==> config.mk <==
export PLATFORM = sky130hd
export DESIGN_NAME = gpio_port_bank
export DESIGN_NICKNAME = d
export VERILOG_FILES = /design/src/common/gpio_pkg.sv /design/src/debounce_filter.sv /design/src/gpio_port_bank.sv
export SDC_FILE = /design/constraint.sdc
export NUM_CORES = 1
export LEC_CHECK = 0
export BUFFER_PORTS_ARGS = -buffer_cell sky130_fd_sc_hd__buf_2
export CORE_ASPECT_RATIO = 1.4
export CORE_MARGIN = 5
export CORE_UTILIZATION = 57
export CTS_BUF_LIST = sky130_fd_sc_hd__clkbuf_16
export CTS_CLUSTER_SIZE = 30
export DETAILED_ROUTE_END_ITERATION = 16
export PLACE_DENSITY = 0.85
export RECOVER_POWER = 50
export SETUP_SLACK_MARGIN = 0.15
export SYNTH_ARGS = -nofsm -noshare
export SYNTH_HDL_FRONTEND = slang
export SYNTH_SLANG_ARGS = --single-unit
==> constraint.sdc <==
create_clock -name i_clk -period 6.5 [get_ports i_clk]
set_clock_uncertainty 0.1 [all_clocks]
set_input_delay 0.975 -clock i_clk [delete_from_list [all_inputs] [get_ports i_clk]]
set_output_delay 0.975 -clock i_clk [all_outputs]
set_load 0.1 [all_outputs]
==> src/common/gpio_pkg.sv <==
package gpio_pkg;

  localparam int unsigned NUM_PINS = 24;
  localparam int unsigned NUM_PORTS = 3;

  // Run-state index values of the data registers.
  localparam logic [7:0] IDX_PORT_ONE  = 8'h01;
  localparam logic [7:0] IDX_PORT_FIVE = 8'h05;
  localparam logic [7:0] IDX_PORT_SIX  = 8'h06;

  // Configuration-state addresses of the data and per-pin registers.
  localparam logic [7:0] CFG_PORT_ONE_DATA  = 8'hf6;
  localparam logic [7:0] CFG_PORT_FIVE_DATA = 8'hf9;
  localparam logic [7:0] CFG_PORT_SIX_DATA  = 8'hfa;
  localparam logic [7:0] CFG_PIN_ONE_BASE   = 8'he0;
  localparam logic [7:0] CFG_PIN_FIVE_BASE  = 8'hc8;
  localparam logic [7:0] CFG_PIN_SIX_BASE   = 8'hd0;

  // Fields of a pin configuration register.
  localparam int unsigned CFG_DIR    = 0;
  localparam int unsigned CFG_POL    = 1;
  localparam int unsigned CFG_FN_LO  = 3;
  localparam int unsigned CFG_FN_HI  = 4;
  localparam int unsigned CFG_IRQ_EN = 5;
  localparam int unsigned CFG_OD     = 7;
  localparam logic [1:0]  FN_GPIO    = 2'h0;

  localparam logic [7:0]  CFG_RESET  = 8'h00;
  localparam logic [7:0]  DATA_RESET = 8'h00;
  localparam logic [7:0]  INDEX_RESET = 8'h00;

  // Port five only has bits 0, 2, 3 and 4.
  localparam logic [7:0]  PORT_FIVE_MASK = 8'h1d;
  localparam logic [NUM_PINS-1:0] PIN_EXISTS = 24'hff1dff;
  localparam logic [NUM_PINS-1:0] ALT_IN_IDLE = 24'hffffff;
  localparam logic [NUM_PINS-1:0] GROUP_TWO_PINS = 24'hffff00;

  // Index port bases; the data port is the base plus one.
  localparam logic [15:0] INDEX_BASE_E0 = 16'h00e0;
  localparam logic [15:0] INDEX_BASE_E2 = 16'h00e2;
  localparam logic [15:0] INDEX_BASE_E4 = 16'h00e4;
  localparam logic [15:0] INDEX_BASE_EA = 16'h00ea;

  // Debounce timing.
  localparam int unsigned CLK_MHZ        = 100;
  localparam int unsigned REJECT_TIME_US = 1000;
  localparam int unsigned REJECT_CYCLES_DEF = REJECT_TIME_US * CLK_MHZ;
  localparam int unsigned REJECT_TICKS   = 100;
  localparam int unsigned TICK_CNT_W     = 7;

  // Maps a run-state index to a port number; bit 2 flags a hit.
  function automatic logic [2:0] run_index_port(input logic [7:0] idx);
    unique case (idx)
      IDX_PORT_ONE:  run_index_port = 3'h4;
      IDX_PORT_FIVE: run_index_port = 3'h5;
      IDX_PORT_SIX:  run_index_port = 3'h6;
      default:       run_index_port = 3'h0;
    endcase
  endfunction : run_index_port

  // Maps a configuration address to a data port; bit 2 flags a hit.
  function automatic logic [2:0] cfg_data_port(input logic [7:0] addr);
    unique case (addr)
      CFG_PORT_ONE_DATA:  cfg_data_port = 3'h4;
      CFG_PORT_FIVE_DATA: cfg_data_port = 3'h5;
      CFG_PORT_SIX_DATA:  cfg_data_port = 3'h6;
      default:            cfg_data_port = 3'h0;
    endcase
  endfunction : cfg_data_port

  // Maps a configuration address to a pin; bit 5 flags a hit.
  function automatic logic [5:0] cfg_pin(input logic [7:0] addr);
    logic [4:0] p;
    p = 5'h00;
    if (addr[7:3] == CFG_PIN_ONE_BASE[7:3])
      p = {2'h0, addr[2:0]};
    else if (addr[7:3] == CFG_PIN_FIVE_BASE[7:3])
      p = {2'h1, addr[2:0]};
    else if (addr[7:3] == CFG_PIN_SIX_BASE[7:3])
      p = {2'h2, addr[2:0]};
    else
      return 6'h00;
    return {PIN_EXISTS[p], p};
  endfunction : cfg_pin

  // Maps the index base select to the index port address.
  function automatic logic [15:0] index_port_base(input logic [1:0] sel);
    unique case (sel)
      2'h0: index_port_base = INDEX_BASE_E0;
      2'h1: index_port_base = INDEX_BASE_E2;
      2'h2: index_port_base = INDEX_BASE_E4;
      2'h3: index_port_base = INDEX_BASE_EA;
    endcase
  endfunction : index_port_base

endpackage : gpio_pkg

==> src/debounce_filter.sv <==
`timescale 1ns/1ns
`default_nettype none
module debounce_filter
  import gpio_pkg::*;
(
  input  wire logic i_clk,
  input  wire logic i_rst,
  input  wire logic i_tick,
  input  wire logic i_raw,
  output logic      o_clean
);

  logic [TICK_CNT_W-1:0] cnt_ff;

  always_ff @(posedge i_clk)
  begin
    if (i_rst)
    begin
      cnt_ff  <= '0;
      o_clean <= 1'b0;
    end
    else if (i_raw == o_clean)
      cnt_ff <= '0;
    else if (i_tick)
    begin
      if (cnt_ff == TICK_CNT_W'(REJECT_TICKS))
      begin
        o_clean <= i_raw;
        cnt_ff  <= '0;
      end
      else
        cnt_ff <= cnt_ff + 1'b1;
    end
  end

  a_short_reject: assert property (@(posedge i_clk) disable iff (i_rst)
    $changed(o_clean) |-> $past(i_tick) && $past(cnt_ff) == TICK_CNT_W'(REJECT_TICKS))
    else $error("Filter output changed before the reject limit.");

  c_filter_pass: cover property (@(posedge i_clk) disable iff (i_rst) $rose(o_clean));

endmodule : debounce_filter
`default_nettype wire

==> src/gpio_port_bank.sv <==
// What this block does
// - Indexes 01, 05, 06 select the port data.
// - Pin configuration reachable only in configuration state.
// - Config bit 0: one input, zero output.
// - Config bit 1 inverts pin/data path.
// - Config bits 4:3 select pin function.
// - Config bit 5 enables group interrupt.
// - Config bit 7 picks output drive type.
// - Alternate function overrides direction bit.
// - Alternate outputs invert; inputs not, except edge.
// - Group interrupt ORs enabled pins, active high.
// - Groups one and two feed system events.
// - Per-group debounce rejects pulses up to 1ms.
// - Unselected alternate inputs read inactive.
// - Input read returns captured pin with polarity.
// - Writes to input bits have no effect.
// - Output pin drives written value, polarity applied.
// - Output read returns last written value.
// - Enabled outputs still feed group interrupt.
// - Run access needs global enable bit seven.
// - Index port default EA, data at plus one.
`timescale 1ns/1ns
`default_nettype none
module gpio_port_bank
  import gpio_pkg::*;
#(
  parameter int unsigned REJECT_CYCLES = REJECT_CYCLES_DEF
)
(
  input  wire logic                i_clk,
  input  wire logic                i_rst,
  input  wire logic [15:0]         i_isa_addr,
  input  wire logic [7:0]          i_isa_d,
  input  wire logic                i_isa_ior_n,
  input  wire logic                i_isa_iow_n,
  output logic      [7:0]          o_isa_d,
  output logic                     o_isa_d_oe,
  input  wire logic                i_global_run_en,
  input  wire logic [1:0]          i_index_sel,
  input  wire logic                i_cfg_state,
  input  wire logic                i_cfg_wr,
  input  wire logic                i_cfg_rd,
  input  wire logic [7:0]          i_cfg_addr,
  input  wire logic [7:0]          i_cfg_wdata,
  output logic      [7:0]          o_cfg_rdata,
  input  wire logic [1:0]          i_debounce_en,
  input  wire logic [NUM_PINS-1:0] i_gpio_in,
  output logic      [NUM_PINS-1:0] o_gpio_out,
  output logic      [NUM_PINS-1:0] o_gpio_oe,
  input  wire logic [NUM_PINS-1:0] i_alt_out,
  input  wire logic [NUM_PINS-1:0] i_alt_oe,
  output logic      [NUM_PINS-1:0] o_alt_in,
  output logic      [NUM_PINS-1:0] o_either_edge_irq_input,
  output logic      [1:0]          o_group_irq
);

  localparam int unsigned TICK_DIV = REJECT_CYCLES / REJECT_TICKS;
  localparam int unsigned DIV_W = $clog2(TICK_DIV + 1);

  logic [15:0]         addr_s1_ff, addr_s2_ff;
  logic [7:0]          d_s1_ff, d_s2_ff;
  logic [1:0]          ior_s_ff, iow_s_ff;
  logic                iow_prev_ff;
  logic [NUM_PINS-1:0] pin_s1_ff, pin_s2_ff;
  logic [7:0]          cfg_ff [NUM_PINS];
  logic [NUM_PINS-1:0] data_ff;
  logic [7:0]          index_ff;
  logic [DIV_W-1:0]    div_ff;
  logic                tick_ff;
  logic [15:0]         index_addr;
  logic                run_wr, run_rd, idx_hit, dat_hit;
  logic [2:0]          run_port, cfgd_port;
  logic [5:0]          cfg_pin_hit;
  logic [NUM_PINS-1:0] dir_in, pol, alt, od, irq_en, rd_vec;
  logic [NUM_PINS-1:0] drv_val, drv_dir, clean, irq_src;
  logic [NUM_PINS-1:0] nxt_out, nxt_oe, wr_val;
  logic                data_we;
  logic [1:0]          data_we_port;

  // Two flip-flops on every pin and bus input.
  always_ff @(posedge i_clk)
  begin
    addr_s1_ff <= i_isa_addr;
    addr_s2_ff <= addr_s1_ff;
    d_s1_ff    <= i_isa_d;
    d_s2_ff    <= d_s1_ff;
    pin_s1_ff  <= i_gpio_in;
    pin_s2_ff  <= pin_s1_ff;
    if (i_rst)
    begin
      ior_s_ff    <= 2'h3;
      iow_s_ff    <= 2'h3;
      iow_prev_ff <= 1'b1;
    end
    else
    begin
      ior_s_ff    <= {ior_s_ff[0], i_isa_ior_n};
      iow_s_ff    <= {iow_s_ff[0], i_isa_iow_n};
      iow_prev_ff <= iow_s_ff[1];
    end
  end

  assign index_addr = index_port_base(i_index_sel);

  assign run_wr = i_global_run_en && iow_s_ff[1] && !iow_prev_ff;
  assign run_rd = i_global_run_en && !ior_s_ff[1];
  assign idx_hit = addr_s2_ff == index_addr;
  assign dat_hit = addr_s2_ff == index_addr + 16'h0001;
  assign run_port = run_index_port(index_ff);
  assign cfgd_port = cfg_data_port(i_cfg_addr);
  assign cfg_pin_hit = cfg_pin(i_cfg_addr);

  always_comb
  begin
    for (int i = 0; i < NUM_PINS; i++)
    begin
      dir_in[i] = cfg_ff[i][CFG_DIR];
      pol[i]    = cfg_ff[i][CFG_POL];
      alt[i]    = cfg_ff[i][CFG_FN_HI:CFG_FN_LO] != FN_GPIO;
      od[i]     = cfg_ff[i][CFG_OD];
      irq_en[i] = cfg_ff[i][CFG_IRQ_EN];
    end
  end

  // Input bits read the pin with polarity.
  // Output bits read the last write.
  assign rd_vec = PIN_EXISTS & ((dir_in & (pin_s2_ff ^ pol)) | (~dir_in & data_ff));
  assign data_we = (run_wr && dat_hit && run_port[2])
                || (i_cfg_wr && cfgd_port[2]);
  assign data_we_port = (run_wr && dat_hit) ? run_port[1:0] : cfgd_port[1:0];

  always_comb
  begin
    wr_val = data_ff;
    for (int b = 0; b < 8; b++)
      if (!dir_in[{data_we_port, 3'(b)}])
        wr_val[{data_we_port, 3'(b)}] = (run_wr && dat_hit) ? d_s2_ff[b] : i_cfg_wdata[b];
  end

  always_ff @(posedge i_clk)
  begin
    if (i_rst)
      data_ff <= {NUM_PINS{1'b0}};
    else if (data_we)
      data_ff <= wr_val & PIN_EXISTS;
  end

  always_ff @(posedge i_clk)
  begin
    if (i_rst)
      index_ff <= INDEX_RESET;
    else if (run_wr && idx_hit)
      index_ff <= d_s2_ff;
  end

  // Pin configuration writes only in configuration state.
  always_ff @(posedge i_clk)
  begin
    if (i_rst)
    begin
      for (int i = 0; i < NUM_PINS; i++)
        cfg_ff[i] <= CFG_RESET;
    end
    else if (i_cfg_wr && i_cfg_state && cfg_pin_hit[5])
      cfg_ff[cfg_pin_hit[4:0]] <= i_cfg_wdata;
  end

  always_ff @(posedge i_clk)
  begin
    if (i_rst)
      o_cfg_rdata <= 8'h00;
    else if (i_cfg_rd && i_cfg_state && cfg_pin_hit[5])
      o_cfg_rdata <= cfg_ff[cfg_pin_hit[4:0]];
    else if (i_cfg_rd && cfgd_port[2])
      o_cfg_rdata <= rd_vec[{cfgd_port[1:0], 3'h0} +: 8];
    else if (i_cfg_rd)
      o_cfg_rdata <= 8'h00;
  end

  always_ff @(posedge i_clk)
  begin
    if (i_rst)
    begin
      o_isa_d    <= 8'h00;
      o_isa_d_oe <= 1'b0;
    end
    else
    begin
      o_isa_d_oe <= run_rd && (idx_hit || (dat_hit && run_port[2]));
      if (run_rd && idx_hit)
        o_isa_d <= index_ff;
      else if (run_rd && dat_hit && run_port[2])
        o_isa_d <= rd_vec[{run_port[1:0], 3'h0} +: 8];
    end
  end

  always_comb
  begin
    for (int i = 0; i < NUM_PINS; i++)
    begin
      drv_dir[i] = alt[i] ? i_alt_oe[i] : !dir_in[i];
      drv_val[i] = (alt[i] ? i_alt_out[i] : data_ff[i]) ^ pol[i];
      nxt_out[i] = od[i] ? 1'b0 : drv_val[i];
      nxt_oe[i]  = PIN_EXISTS[i] && drv_dir[i] && (!od[i] || !drv_val[i]);
    end
  end

  always_ff @(posedge i_clk)
  begin
    if (i_rst)
    begin
      o_gpio_out <= {NUM_PINS{1'b0}};
      o_gpio_oe  <= {NUM_PINS{1'b0}};
    end
    else
    begin
      o_gpio_out <= nxt_out;
      o_gpio_oe  <= nxt_oe;
    end
  end

  // Alternate inputs stay plain; edge input follows polarity.
  always_ff @(posedge i_clk)
  begin
    if (i_rst)
    begin
      o_alt_in                <= ALT_IN_IDLE;
      o_either_edge_irq_input <= {NUM_PINS{1'b0}};
    end
    else
    begin
      o_alt_in                <= (alt & pin_s2_ff) | (~alt & ALT_IN_IDLE);
      o_either_edge_irq_input <= alt & (pin_s2_ff ^ pol);
    end
  end

  always_ff @(posedge i_clk)
  begin
    if (i_rst)
    begin
      div_ff  <= '0;
      tick_ff <= 1'b0;
    end
    else
    begin
      tick_ff <= div_ff == DIV_W'(TICK_DIV - 1);
      div_ff  <= (div_ff == DIV_W'(TICK_DIV - 1)) ? '0 : div_ff + 1'b1;
    end
  end

  for (genvar g = 0; g < NUM_PINS; g++)
  begin : g_filt
    debounce_filter u_filt (
      .i_clk   (i_clk),
      .i_rst   (i_rst),
      .i_tick  (tick_ff),
      .i_raw   (pin_s2_ff[g] ^ pol[g]),
      .o_clean (clean[g])
    );
  end

  always_comb
  begin
    for (int i = 0; i < NUM_PINS; i++)
    begin
      // Filtered level when group debounce is on.
      if (!drv_dir[i])
        irq_src[i] = i_debounce_en[GROUP_TWO_PINS[i]] ? clean[i] : pin_s2_ff[i] ^ pol[i];
      else
        irq_src[i] = drv_val[i];
    end
  end

  // Group outputs also serve system events.
  always_ff @(posedge i_clk)
  begin
    if (i_rst)
      o_group_irq <= 2'h0;
    else
    begin
      o_group_irq[0] <= |(irq_src & irq_en & PIN_EXISTS & ~GROUP_TWO_PINS);
      o_group_irq[1] <= |(irq_src & irq_en & PIN_EXISTS & GROUP_TWO_PINS);
    end
  end

  a_cfg_gate: assert property (@(posedge i_clk) disable iff (i_rst)
    !i_cfg_state |=> $stable(cfg_ff[0]))
    else $error("Pin configuration changed outside configuration state.");
  a_input_wr_ignored: assert property (@(posedge i_clk) disable iff (i_rst)
    data_we |=> ((data_ff ^ $past(data_ff)) & $past(dir_in)) == '0)
    else $error("Write changed an input bit.");
  a_push_pull_out: assert property (@(posedge i_clk) disable iff (i_rst)
    !alt[0] && !dir_in[0] && !od[0] |=> o_gpio_oe[0] && o_gpio_out[0] == $past(drv_val[0]))
    else $error("Output pin does not drive data with polarity.");
  a_open_drain: assert property (@(posedge i_clk) disable iff (i_rst)
    od[0] |=> !o_gpio_out[0] && (o_gpio_oe[0] == ($past(drv_dir[0]) && !$past(drv_val[0]))))
    else $error("Open-drain pin driven high.");
  a_alt_direction: assert property (@(posedge i_clk) disable iff (i_rst)
    alt[0] && !od[0] |=> o_gpio_oe[0] == $past(i_alt_oe[0]))
    else $error("Alternate direction not applied.");
  a_alt_idle: assert property (@(posedge i_clk) disable iff (i_rst)
    !alt[0] |=> o_alt_in[0] == ALT_IN_IDLE[0])
    else $error("Unselected alternate input not idle.");
  a_run_gate: assert property (@(posedge i_clk) disable iff (i_rst)
    !i_global_run_en |=> !o_isa_d_oe)
    else $error("Data port answered while run access disabled.");
  a_irq_quiet: assert property (@(posedge i_clk) disable iff (i_rst)
    (irq_en & PIN_EXISTS) == '0 |=> o_group_irq == 2'h0)
    else $error("Group interrupt without enabled pin.");
  a_input_read: assert property (@(posedge i_clk) disable iff (i_rst)
    run_rd && dat_hit && run_port == 3'h4 && dir_in[0] |=> o_isa_d[0] == $past(pin_s2_ff[0] ^ pol[0]))
    else $error("Input read does not return the pin level.");

  c_run_read: cover property (@(posedge i_clk) disable iff (i_rst) $rose(o_isa_d_oe));
  c_irq_one: cover property (@(posedge i_clk) disable iff (i_rst) $rose(o_group_irq[0]));
  c_irq_two: cover property (@(posedge i_clk) disable iff (i_rst) $rose(o_group_irq[1]));

endmodule : gpio_port_bank
`default_nettype wire
# Yosys cells after proc, flatten, opt, wreduce, memory -nomap -nowiden
# Memory sizes are Yosys's and may differ from the RTL's.
# Cells that the tools add are included.
[totals]
ramBits = 192
output_inout_bits = 115
romBits = 32
regBits = 447
n_memories = 2
elab_cells = 725
[classes]
shift = 2
eq_ne = 63
magnitude_cmp = 17
bitwise = 82
mux = 204
n_reduce_logical = 236
add_sub_neg = 26
[mem_list]
columns = ["memory", "depth", "width", "read_ports", "rd_ports_with_merged_regs", "write_ports", "line", "text"]
rows = [
  ["cfg_ff", 24, 8, 25, 0, 24, "gpio_port_bank.sv:65", "logic [7:0] cfg_ff [NUM_PINS];"],
  ["(no name shown)", 32, 1, 1, 0, 0, "gpio_pkg.sv:83", "return {PIN_EXISTS[p], p};"],
]
[ops]
columns = ["cell", "count"]
rows = [
  ["$bwmux W24", 8],
  ["$mux W24", 8],
  ["$add A7 B1 Y7 const B", 24],
  ["$eq A7 B7 Y1 const B", 24],
  ["$mux W7", 24],
  ["$mux W1", 130],
  ["$and A24 B24 Y24", 5],
  ["$reduce_or A2 Y1", 49],
  ["$reduce_and A3 Y1", 24],
  ["$logic_not A1 Y1", 66],
  ["$pmux W16 S4", 1],
  ["$lt A5 B6 Y1 const B", 9],
  ["$reduce_bool A2 Y1", 25],
  ["$mux W8", 6],
  ["$not A24 Y24", 2],
  ["$or A24 B24 Y24", 2],
  ["$shiftx A24 B6 Y8", 2],
  ["$xor A1 B1 Y1", 48],
  ["$logic_and A1 B1 Y1", 45],
  ["$ge A5 B1 Y1 const B", 8],
  ["$eq A16 B16 Y1", 2],
  ["$eq A1 B1 Y1", 24],
  ["$eq A8 B8 Y1 const B", 3],
  ["$mux W6", 4],
  ["20 further kinds", 87],
]

# Depth between registers and ports, before layout
[depth]
depth_word = 26
depth_mapped = 10

# Hierarchy
# Synthesis repeated with hierarchy kept, for this count alone.
[unflattened]
hier_cells = 2613
area_unflattened_um2 = 26959.6
[modules_own_cells]
columns = ["module", "area_each_um2", "seq_area_each_um2", "instances", "cells_each"]
rows = [
  ["gpio_port_bank", 18626.6, 10790.3, 1, 1693],
  ["debounce_filter", 416.6, 160.2, 20, 46],
]

# Least setup slack after synthesis
# No wires, ideal clock.
[synth_timing]
path_type = "input to register"
from = "input i_cfg_addr[4]"
to = "memory cfg_ff[8][0], enable pin"
required_time_ns = 6.090
setup_ns = 0.310
path_stages = 7
slack_ns = 3.552
n_path_buf = 2
arrival_time_ns = 2.538
cell_sequence = "buf_2 > o21ai_0 > o211a_1 > buf_4 > nand3_1 > nor3_1 > or2_2"
[synth_rtl]
columns = ["item", "line", "text"]
rows = [
  ["start, declared", "gpio_port_bank.sv:43", "input wire logic [7:0] i_cfg_addr,"],
  ["end, declared", "gpio_port_bank.sv:65", ""],
]

==> out/results.txt <==
P&R area growth vs syn = 13.0%
Crit end category = flop
Crit path DAT = 4580 ps
Rel. slew slack = -1.24
Die area = 49500 um^2
# nets final = 2838
Asr flop ratio synth = 0
GRT overflow = 0
Fillcell total = 3414
Max Root-Sink Buffers = 3
Worst-Skew Late Latency = 600 ps
Status = finished with violations
Final Hold Viols = 0
Setup_tns = 0 ps
Crit path max fanout = 107
CTS Hold Bufs = 0
Worst Tran Pin Value = 3360 ps
Starting Density = 0.573
TritonCTS Sinks = 603
Largest delay contributor family on the critical path = buffers and inverters
Hold Path Origin = pin_s1_ff[2]$_DFF_P_
Drt first pass iters = 7
Critical path origin = i_rst
Drt total wl = 72400 um
WL/cell = 22.0 um
Root buf cell = clkbuf_16
Crit path launch type = input pin
F_max = 228 MHz
Post-layout minimum cycle time = 4390 ps
Clk pin slew, worst setup/hold paths = 70 ps
Synth top area share = 0.320
Mapped cell area = 25700 um^2
Synth Register Bits = 603
Largest stage delay on the critical path = 2420 ps
Synth Instances = 2465
Avg Vias per Cell = 5.96
Max_cap viols = 1
Register area share after synthesis = 0.545
Period Utilization, post-route = 0.676
Largest cells by area after synthesis = dfxtp_1, edfxtp_1, nor2_1, mux2i_1, and2_1
Cell Rows = 92
Placeable Area = 44800 um^2
Vias in the first global route = 19.4k
Worst EP required = 6690 ps
Chip Height = 261 um
Syn Area/Cell = 10.4 um^2
Routed Antenna Nets = 0
Final Setup Violations = 0
CTS resizes = 0
I/O Pins = 239
Cts bufs inserted = 56
Largest net degree at the start of global routing = 123
Worst vdd ir = 0.000212 V
Synth top cells by count = dfxtp_1, nor2_1, edfxtp_1
Most common cell in the netlist = dfxtp_1
Final Wtd Congestion = 1.02
Yosys warns = 0
Crit Path Category = input pin to flop
Total power = 8310 uW
Initial antenna violation count = 2
H-tree depth = 2
Max Slew Vio Count = 82
Iteration-0 DRC Markers = 1922
Final core utilization = 0.648
Library cells used by synthesis = 77
DPL Wire Length = 53100 um
Pwr dens = 286 nW/um^2
First-pass GRT wire length = 109000 um
DRC violations left = 0
Via count = 19.6k
Chip Width = 189 um
Synth area leader = dfxtp_1
Gr usage total = 0.282
Area of the multi-input gates = 11000 um^2
Number of flops mapped to enable cells by yosys = 192
Worst hold path class = flop to flop
RSZ-0062 raised after global routing = false
Reg-to-Reg Start = addr_s2_ff[3]$_DFF_P_
Register Area = 14000 um^2
Buf/Inv on CP = 2
Ys flop type = dfxtp_1
Leakage power = 0.0107 uW
Layout cells sized above 1 = 0.111
Critical path cell sequence = clkbuf_8 > clkbuf_1 > or2_2
CTS tree = done
I/O Buffers = 230
Failing checks = max-capacitance violations, max-slew violations
Post-CTS Repair Setup Buffers = 0
Slowest library cell on the worst path = clkbuf_1
layout by cell type, fill, tap and decap left out, types with 90 or more instances in the layout:
cell,synthesis,final
edfxtp_1,192,192
xnor2_1,98,98
dfxtp_1,411,411
nand2_1,126,126
nor3_1,90,90
mux2i_1,114,114
clkbuf_1,88,109
buf_2,17,121
xor2_1,102,102
nor2_1,309,309
and2_1,168,166
metal layers:
metal | GRT usage | part of all wire
met5 | 0 | 0
met1 | 0.345 | 0.37
met4 | 0.151 | 0.061
met2 | 0.484 | 0.49
met3 | 0.0391 | 0.076
cell type report:
class / count / share of cell area
Inverter: 79 / 0.0102
Timing Repair Buffer: 242 / 0.0387
Tap cell: 564 / 0.0243
Multi-Input combinational cell: 1691 / 0.379
Clock inverter: 39 / 0.00979
Antenna cell: 2 / 0.000172
Sequential cell: 603 / 0.482
Clock buffer: 65 / 0.0560
sequential cells by signal (all words and copies together), names as in the netlist:
| signal | flops |
|---|---|
| o_gpio_out | 24 |
| g_filt.u_filt.o_clean | 20 |
| cfg_ff | 192 |
| o_cfg_rdata | 8 |
| o_either_edge_irq_input | 24 |
| div_ff | 10 |
| iow_s_ff | 2 |
| data_ff | 20 |
| o_isa_d | 8 |
| d_s1_ff | 8 |
| ior_s_ff | 2 |
| o_group_irq | 2 |
| o_isa_d_oe | 1 |
| o_gpio_oe | 20 |
| d_s2_ff | 8 |
| addr_s2_ff | 16 |
| pin_s2_ff | 24 |
| addr_s1_ff | 16 |
| index_ff | 8 |
| tick_ff | 1 |
| pin_s1_ff | 24 |
| g_filt.u_filt.cnt_ff | 140 |
| o_alt_in | 24 |
| iow_prev_ff | 1 |
path summary, 6_finish.rpt:
kind | to | slack, ps | cells past startpoint
setup / recovery | cfg_ff[4][7]$_SDFFCE_PN0P_ | 2110 | 3
hold / removal | pin_s2_ff[2]$_DFF_P_ | 220 | 0
setup reg to reg | data_ff[3]$_SDFFE_PP0P_ | 3460 | 5
hold reg to reg | pin_s2_ff[2]$_DFF_P_ | 220 | 0
through the flow:
step	cells	hold slack, ps	instance area [um^2]	setup slack [ps]
2_1_floorplan	2500	210	25800	3550
3_3_place_gp	3179	211	27300	2280
3_5_place_dp	3179	212	27300	2190
4_1_cts	3283	216	29200	2850
5_1_grt	3285	227	29000	1890
6_report	3285	217	29000	2110
report_power, final:
part           total, uW  leakage (uW)  switching (uW)  internal (uW)
Sequential          4120       0.00520            93.6           4020
Clock               3340      0.000958            1460           1880
Combinational        855       0.00454             670            185
Total               8310        0.0107            2220           6090
logic make-up after synthesis:
| family | count (synthesis) | synth area share |
|---|---|---|
| and+or+nand+nor | 978 | 0.194 |
| adders and majority gates | 41 | 0.0200 |
| xor gates and xnor gates | 200 | 0.0682 |
| AOI/OAI and AO/OA | 291 | 0.0794 |
| muxes | 145 | 0.0607 |
| DFF | 603 | 0.545 |
| buffers and inverters | 206 | 0.0323 |
| other | 1 | 0.000146 |
No activity file was read; power rests on OpenSTA's default activity.
